## src/psa_defines.svh

```systemverilog
// constants for the program space access address generator
`ifndef PSA_DEFINES_SVH
`define PSA_DEFINES_SVH

`define PSA_PW_W 24
`define PSA_DW_W 16
`define PSA_PAGE_W 8
`define PSA_CFG_BIT 23
`define PSA_PC_HI 22
`define PSA_PC_LO 1
`define PSA_EA_HI 15
`define PSA_EA_LO 1
`define PSA_BYTE_BIT 0
`define PSA_WIN_BIT 15
`define PSA_WIN_HI 14
`define PSA_EN_NONE 3'h0
`define PSA_EN_B0 3'h1
`define PSA_EN_B1 3'h2
`define PSA_EN_LOW 3'h3
`define PSA_EN_HIGH 3'h4

`endif

```

## src/psa_pkg.sv

```systemverilog
// types shared by the program space access address generator
package psa_pkg;

  // kind of access requested by the core
  typedef enum logic [2:0] {
    PSA_FETCH = 3'h0, // instruction fetch from program counter
    PSA_TBL_RD = 3'h1, // table_read_instr
    PSA_TBL_WR = 3'h2, // table_write_instr
    PSA_WIN_RD = 3'h3, // read through program_space_window
    PSA_WIN_WR = 3'h4 // write aimed at the window, refused
  } psa_kind_e;

  // access state, one-hot
  typedef enum logic [1:0] {
    PSA_IDLE = 2'h1,
    PSA_WAIT = 2'h2
  } psa_state_e;

  // request from the core and its address generator
  typedef struct packed {
    psa_kind_e kind; // access kind
    logic high; // table access to the upper byte lane
    logic isByte; // byte rather than word transfer
    logic [23:0] pc; // program counter
    logic [15:0] ea; // data effective address
    logic [7:0] tablePageSelect; // table page, bit 7 picks config space
    logic [7:0] windowPage; // page of the visibility window
    logic [15:0] wdata; // write data for table writes
  } psa_req_s;

  // request towards program memory
  typedef struct packed {
    logic rd; // read strobe, one cycle
    logic wr; // write strobe, one cycle
    logic cfgSpace; // configuration space selected
    logic [23:0] addr; // program space byte address, bit 0 zero
    logic [2:0] byteEn; // byte lanes written
    logic [23:0] wdata; // write word, lanes placed
  } psa_pm_s;

  // answer to the core
  typedef struct packed {
    logic valid; // one-cycle answer pulse
    logic err; // one-cycle refusal pulse
    logic [23:0] data; // read data, right aligned
  } psa_rsp_s;

  // whole state of the block
  typedef struct packed {
    psa_state_e state;
    psa_req_s req;
    psa_pm_s pm;
    psa_rsp_s rsp;
  } psa_st_s;

endpackage

```

## src/psa_program_space_access.sv

```systemverilog
// program space access: fetch, table and visibility window address paths
//
// Behaviour
// - bridge 24-bit program and 16-bit data words
// - program-space constants read with consistent alignment
// - table access reaches anywhere, byte or word
// - table path reads, writes, reaches upper byte
// - window maps program into data, read-only
// - window returns only low 16-bit word
// - fetch address: bit 23 zero, PC<22:1>
// - table address: page above effective address
`timescale 1ns/1ps
`include "psa_defines.svh"

module psa_program_space_access (
  input wire logic clk, // 125 MHz system clock
  input wire logic rst_b, // asynchronous reset, active low
  input wire logic reqValid, // core offers a request
  output logic reqReady, // block takes the request
  input wire psa_pkg::psa_req_s req, // request contents
  output psa_pkg::psa_pm_s pm, // program memory request
  input wire logic pmAck, // program memory done
  input wire logic [23:0] pmRdata, // program memory read word
  output psa_pkg::psa_rsp_s rsp // answer to the core
);
  import psa_pkg::*;

  ////////////////////////////////////////////////////////////////////////
  // reset release through two flip-flops
  logic rstSync1_ff; // first stage, read only by the second
  logic rstSync2_ff; // synchronised reset, active low
  always_ff @(posedge clk or negedge rst_b) begin
    if (!rst_b) begin
      rstSync1_ff <= 1'b0;
      rstSync2_ff <= 1'b0;
    end else begin
      rstSync1_ff <= 1'b1;
      rstSync2_ff <= rstSync1_ff;
    end
  end

  ////////////////////////////////////////////////////////////////////////
  // state and its next value
  psa_st_s st_ff; // registered state
  psa_st_s nxt_st; // next state
  logic [23:0] addrCalc; // program address of the incoming request
  logic [2:0] enCalc; // write lanes of the incoming request
  logic [23:0] wdCalc; // placed write data
  logic [23:0] rdSel; // read data picked from memory word
  logic take; // request accepted this cycle

  assign reqReady = (st_ff.state == PSA_IDLE);
  assign take = reqValid && reqReady;
  assign pm = st_ff.pm;
  assign rsp = st_ff.rsp;

  ////////////////////////////////////////////////////////////////////////
  // address construction for each path
  always_comb begin
    addrCalc = '0;
    case (req.kind)
      PSA_FETCH: begin
        // fetches never leave user space
        addrCalc = {1'b0, req.pc[`PSA_PC_HI:`PSA_PC_LO], 1'b0};
      end
      PSA_TBL_RD, PSA_TBL_WR: begin
        // page on top, word address below; lsb only picks the byte
        addrCalc = {req.tablePageSelect,
                    req.ea[`PSA_EA_HI:`PSA_EA_LO], 1'b0};
      end
      default: begin
        // window keeps ea<14:1>, the page supplies bits 23:16, bit 15 is zero
        addrCalc = {req.windowPage, 1'b0,
                    req.ea[`PSA_WIN_HI:`PSA_EA_LO], 1'b0};
      end
    endcase
  end

  ////////////////////////////////////////////////////////////////////////
  // write lane selection and data placement for table writes
  always_comb begin
    enCalc = `PSA_EN_NONE;
    wdCalc = '0;
    if (req.high) begin
      // upper lane has one byte; odd byte address is a phantom
      if (!req.isByte || !req.ea[`PSA_BYTE_BIT]) begin
        enCalc = `PSA_EN_HIGH;
      end
      wdCalc = {req.wdata[7:0], 16'h0};
    end else if (!req.isByte) begin
      enCalc = `PSA_EN_LOW;
      wdCalc = {8'h0, req.wdata};
    end else if (req.ea[`PSA_BYTE_BIT]) begin
      enCalc = `PSA_EN_B1;
      wdCalc = {8'h0, req.wdata[7:0], 8'h0};
    end else begin
      enCalc = `PSA_EN_B0;
      wdCalc = {16'h0, req.wdata[7:0]};
    end
  end

  ////////////////////////////////////////////////////////////////////////
  // read data alignment for the held request
  always_comb begin
    rdSel = '0;
    case (st_ff.req.kind)
      PSA_FETCH: begin
        rdSel = pmRdata; // whole instruction word
      end
      PSA_TBL_RD: begin
        if (st_ff.req.high) begin
          // odd upper byte reads as zero
          if (!st_ff.req.isByte || !st_ff.req.ea[`PSA_BYTE_BIT]) begin
            rdSel = {16'h0, pmRdata[23:16]};
          end
        end else if (!st_ff.req.isByte) begin
          rdSel = {8'h0, pmRdata[15:0]};
        end else if (st_ff.req.ea[`PSA_BYTE_BIT]) begin
          rdSel = {16'h0, pmRdata[15:8]};
        end else begin
          rdSel = {16'h0, pmRdata[7:0]};
        end
      end
      default: begin
        // window: upper byte is never visible
        if (!st_ff.req.isByte) begin
          rdSel = {8'h0, pmRdata[15:0]};
        end else if (st_ff.req.ea[`PSA_BYTE_BIT]) begin
          rdSel = {16'h0, pmRdata[15:8]};
        end else begin
          rdSel = {16'h0, pmRdata[7:0]};
        end
      end
    endcase
  end

  ////////////////////////////////////////////////////////////////////////
  // next-state logic
  always_comb begin
    nxt_st = st_ff;
    // strobes and answers are one-cycle pulses
    nxt_st.pm.rd = 1'b0;
    nxt_st.pm.wr = 1'b0;
    nxt_st.rsp.valid = 1'b0;
    nxt_st.rsp.err = 1'b0;
    case (st_ff.state)
      PSA_IDLE: begin
        if (take) begin
          if (req.kind == PSA_WIN_WR) begin
            // window is read-only: answer with a refusal, no memory cycle
            nxt_st.rsp.err = 1'b1;
          end else begin
            nxt_st.req = req;
            nxt_st.pm.addr = addrCalc;
            // fetches stay in user space whatever the page holds
            nxt_st.pm.cfgSpace = (req.kind == PSA_TBL_RD ||
                                req.kind == PSA_TBL_WR) &&
                               addrCalc[`PSA_CFG_BIT];
            nxt_st.pm.rd = (req.kind != PSA_TBL_WR);
            nxt_st.pm.wr = (req.kind == PSA_TBL_WR);
            nxt_st.pm.byteEn = (req.kind == PSA_TBL_WR) ? enCalc
                                                        : `PSA_EN_NONE;
            nxt_st.pm.wdata = (req.kind == PSA_TBL_WR) ? wdCalc : '0;
            nxt_st.state = PSA_WAIT;
          end
        end
      end
      PSA_WAIT: begin
        // memory may acknowledge with the strobe or any later cycle
        if (pmAck) begin
          nxt_st.rsp.valid = 1'b1;
          nxt_st.rsp.data = (st_ff.req.kind == PSA_TBL_WR) ? '0 : rdSel;
          nxt_st.state = PSA_IDLE;
        end
      end
      default: begin
        nxt_st.state = PSA_IDLE; // recover from an illegal code
      end
    endcase
  end

  ////////////////////////////////////////////////////////////////////////
  // state register
  always_ff @(posedge clk or negedge rstSync2_ff) begin
    if (!rstSync2_ff) begin
      st_ff <= '{state: PSA_IDLE, req: '0, pm: '0, rsp: '0};
    end else begin
      st_ff <= nxt_st;
    end
  end
endmodule

```

## config.mk

```make
export PLATFORM = sky130hd
export DESIGN_NAME = psa_program_space_access
export DESIGN_NICKNAME = d
export VERILOG_FILES = /design/src/psa_pkg.sv /design/src/psa_program_space_access.sv
export VERILOG_INCLUDE_DIRS = /design/src /design/src/src
export SDC_FILE = /design/constraint.sdc
export NUM_CORES = 1
export LEC_CHECK = 0
export ABC_AREA = 0
export ABC_CLOCK_PERIOD_IN_PS = 3000
export BUFFER_PORTS_ARGS = -buffer_cell sky130_fd_sc_hd__buf_2
export CAP_MARGIN = 20
export CORE_AREA = 2 2 101 103
export DETAILED_ROUTE_END_ITERATION = 8
export DIE_AREA = 0 0 103 105
export PLACE_DENSITY = 0.87
export SLEW_MARGIN = 0
export SYNTH_ARGS = -nofsm -noshare
export SYNTH_HDL_FRONTEND = slang
export SYNTH_SLANG_ARGS = --single-unit
```

## constraint.sdc

```tcl
create_clock -name clk -period 3 [get_ports clk]
set_input_delay 0.15 -clock clk [delete_from_list [all_inputs] [get_ports clk]]
set_output_delay 0.15 -clock clk [all_outputs]
set_load 0.02 [all_outputs]
```

==> results.ini <==
[sta]
finalCritPeriodShare=0.667
fin_hold_ws_ns=0.0405
setup_viol=0
slew_violations=0
period_needed_ns=2.00
rsz0062_at_grt=no
max_slew_margin=0.343
setup_tns_ns=0
tightestPinTransition_ns=0.986
clock_skew_ns=0.00726
finalHoldViolations=0
fmax_ghz=0.500

[floorplan]
dieArea_um2=10800
die_h_um=105
initial_core_util=0.482
io_pins=186
fp.dieW_um=103
core.rowCount=36
core-area_um2=9640

[worst_hold_path]
worstHoldPathType=in -> reg
hold_path_depth=2

[worst_setup_path]
critPathCaptureType=flip-flop
cp.required_ns=3.28
path_buf_inv=1
path_class=reg -> reg
crit_path_max_fanout=61
crit_path_start_kind=flip-flop
cp.arrival_ns=2.28
r2r.worst_path.cells=4
crit_cells=4
cp_slowest_cell=a21o_2
critPathTopFamily=compound AO/OA/AOI/OAI gates
crit_path_cell_trace=nand3b_4 > a21o_2 > buf_4 > a22o_1
cp_slowest_stage_delay_ns=0.78

[synthesis]
synthArstFlopShare=1.00
yosysUniqueCellTypes=42
synth-main-ff-cell=dfrtp_1
synth_area_um2=4640
synth_fp_nets=576
synth-seq-cells=89
ys_seq_area_frac=0.480
syn_inst=471
synth_edf_count=0
ys_warn_count=0
syn_avg_cell_area_um2=9.86

[drt]
drc=0
drt_iter0_markers=195
num_vias=3611
via_per_inst=5.15
antenna_left=0
drtPass1Iterations=5
routedWlPerCell_um=15.8
routed_wl_um=11100

[clock_tree]
clk_latency_ns=0.34
cts.clk_slew.worst_paths_ns=0.08
cts_tree=yes
post-cts-setup-buffers=0
cts.htree.levels=3
clock_path_buffers=2
cts-root-buf=clkbuf_8
cts_resized=0
clock_sinks=89
cts_made_buffers=9

[final_layout]
drive_above_1_share=0.370
final_cell_mix=buf_2 (182), dfrtp_1 (87), nand2_1 (76)
syn_to_final_growth_pct=13.4
antenna_cells=0
layout.nets=668
layout_commonest_cell=buf_2

[global_route]
grt-busiest-layer=met2
grt_max_degree=88
antenna_found_initial=0
met2_usage=0.340
globalRouteMet1Util=0.266
grt.met3_usage=0.0341
grt_pass1_vias=3641
grt_first_pass_wirelength_um=17700
grt_overflow_total=0
grt_usage=0.206

[place]
place.gp.congestion=0.856
io_buffer_count=182
dp_hpwl_um=8220

[outcome]
status=finished clean

[run]
drv_cap=0

[power]
ir_drop_uv=298
power_density_nw_per_um2=738
total_power_uw=3890
cellLeakagePower_uw=0.00277

final timing paths:
path	start	slack, ns	endpoint
setup / recovery	st_ff[158]$_DFFE_PN0P_	1.0	pm[22]$_DFFE_PN0P_
hold / removal	pmRdata[21]	0.04	rsp[21]$_DFFE_PN0P_
setup reg to reg	st_ff[158]$_DFFE_PN0P_	1.0	pm[22]$_DFFE_PN0P_
hold reg to reg	rstSync2_ff$_DFF_PN0_	0.31	pm[16]$_DFFE_PN0P_
max in group asynchronous	rstSync2_ff$_DFF_PN0_	2.04	st_ff[157]$_DFFE_PN1P_
min in group asynchronous	rst_b	0.12	rstSync2_ff$_DFF_PN0_
routing by layer:
| metal | share of wire | vias to the layer above |
|---|---|---|
| li1 | - | 1740 |
| met1 | 0.42 | 1728 |
| met2 | 0.50 | 119 |
| met3 | 0.048 | 24 |
| met4 | 0.023 | 0 |
| met5 | 0 | - |
logic make-up after synthesis:
family,share of synthesized area
other,0.00162
muxes,0.0474
and+or+nand+nor,0.126
AOI/OAI and AO/OA,0.186
DFF,0.480
buffers and inverters,0.157
xor gates and xnor gates,0.00189
cells in the mapped netlist (4+ instances only):
cell,n,area (um^2)
mux2i_1,22,220
a21oi_1,11,55.1
nand2_1,76,285
dfrtp_1,88,2200
clkbuf_1,16,60.1
nor2b_1,11,68.8
o21ai_0,47,235
a31oi_1,8,50.1
buf_4,81,608
nor2_1,10,37.5
buf_2,7,35.0
a221o_1,8,80.1
a22o_1,41,359
and3_1,8,50.1
nand2b_1,4,25.0
sequential cells by signal, summed over array words and instances, names as in the netlist:
signal	count
rstSync2_ff	1
st_ff	8
pm	53
rstSync1_ff	1
rsp	26
power breakdown:
| part | switching, uW | total [uW] | internal (uW) |
|---|---|---|---|
| registers | 199 | 1710 | 1520 |
| clock network | 400 | 829 | 429 |
| logic | 836 | 1340 | 507 |
| total | 1430 | 3890 | 2450 |
layout make-up:
type	count	area, um^2
Tap cell	133	166
Multi-Input combinational cell	273	1690
Clock inverter	3	40.0
Fill cell	906	4370
Sequential cell	89	2230
Clock buffer	13	159
Inverter	3	11.3
Timing Repair Buffer	187	971
stage by stage:
stage | worst slack (ns) | cell area (um^2) | util | instances
2_1_floorplan | 0.339 | 4640 | - | 471
3_3_place_gp | 0.974 | 5030 | 0.522 | 683
3_5_place_dp | 0.898 | 5030 | 0.522 | 683
4_1_cts | 0.983 | 5240 | 0.544 | 700
5_1_grt | 0.766 | 5270 | 0.546 | 701
6_report | 0.999 | 5270 | 0.546 | 701
repair_timing:
action / in CTS / in global routing
setup endpoints to repair: 0 / 0
hold buffers: 1 / 0
hold endpoints to repair: 2 / 0
Note: power is estimated with default switching activity, not from simulation.
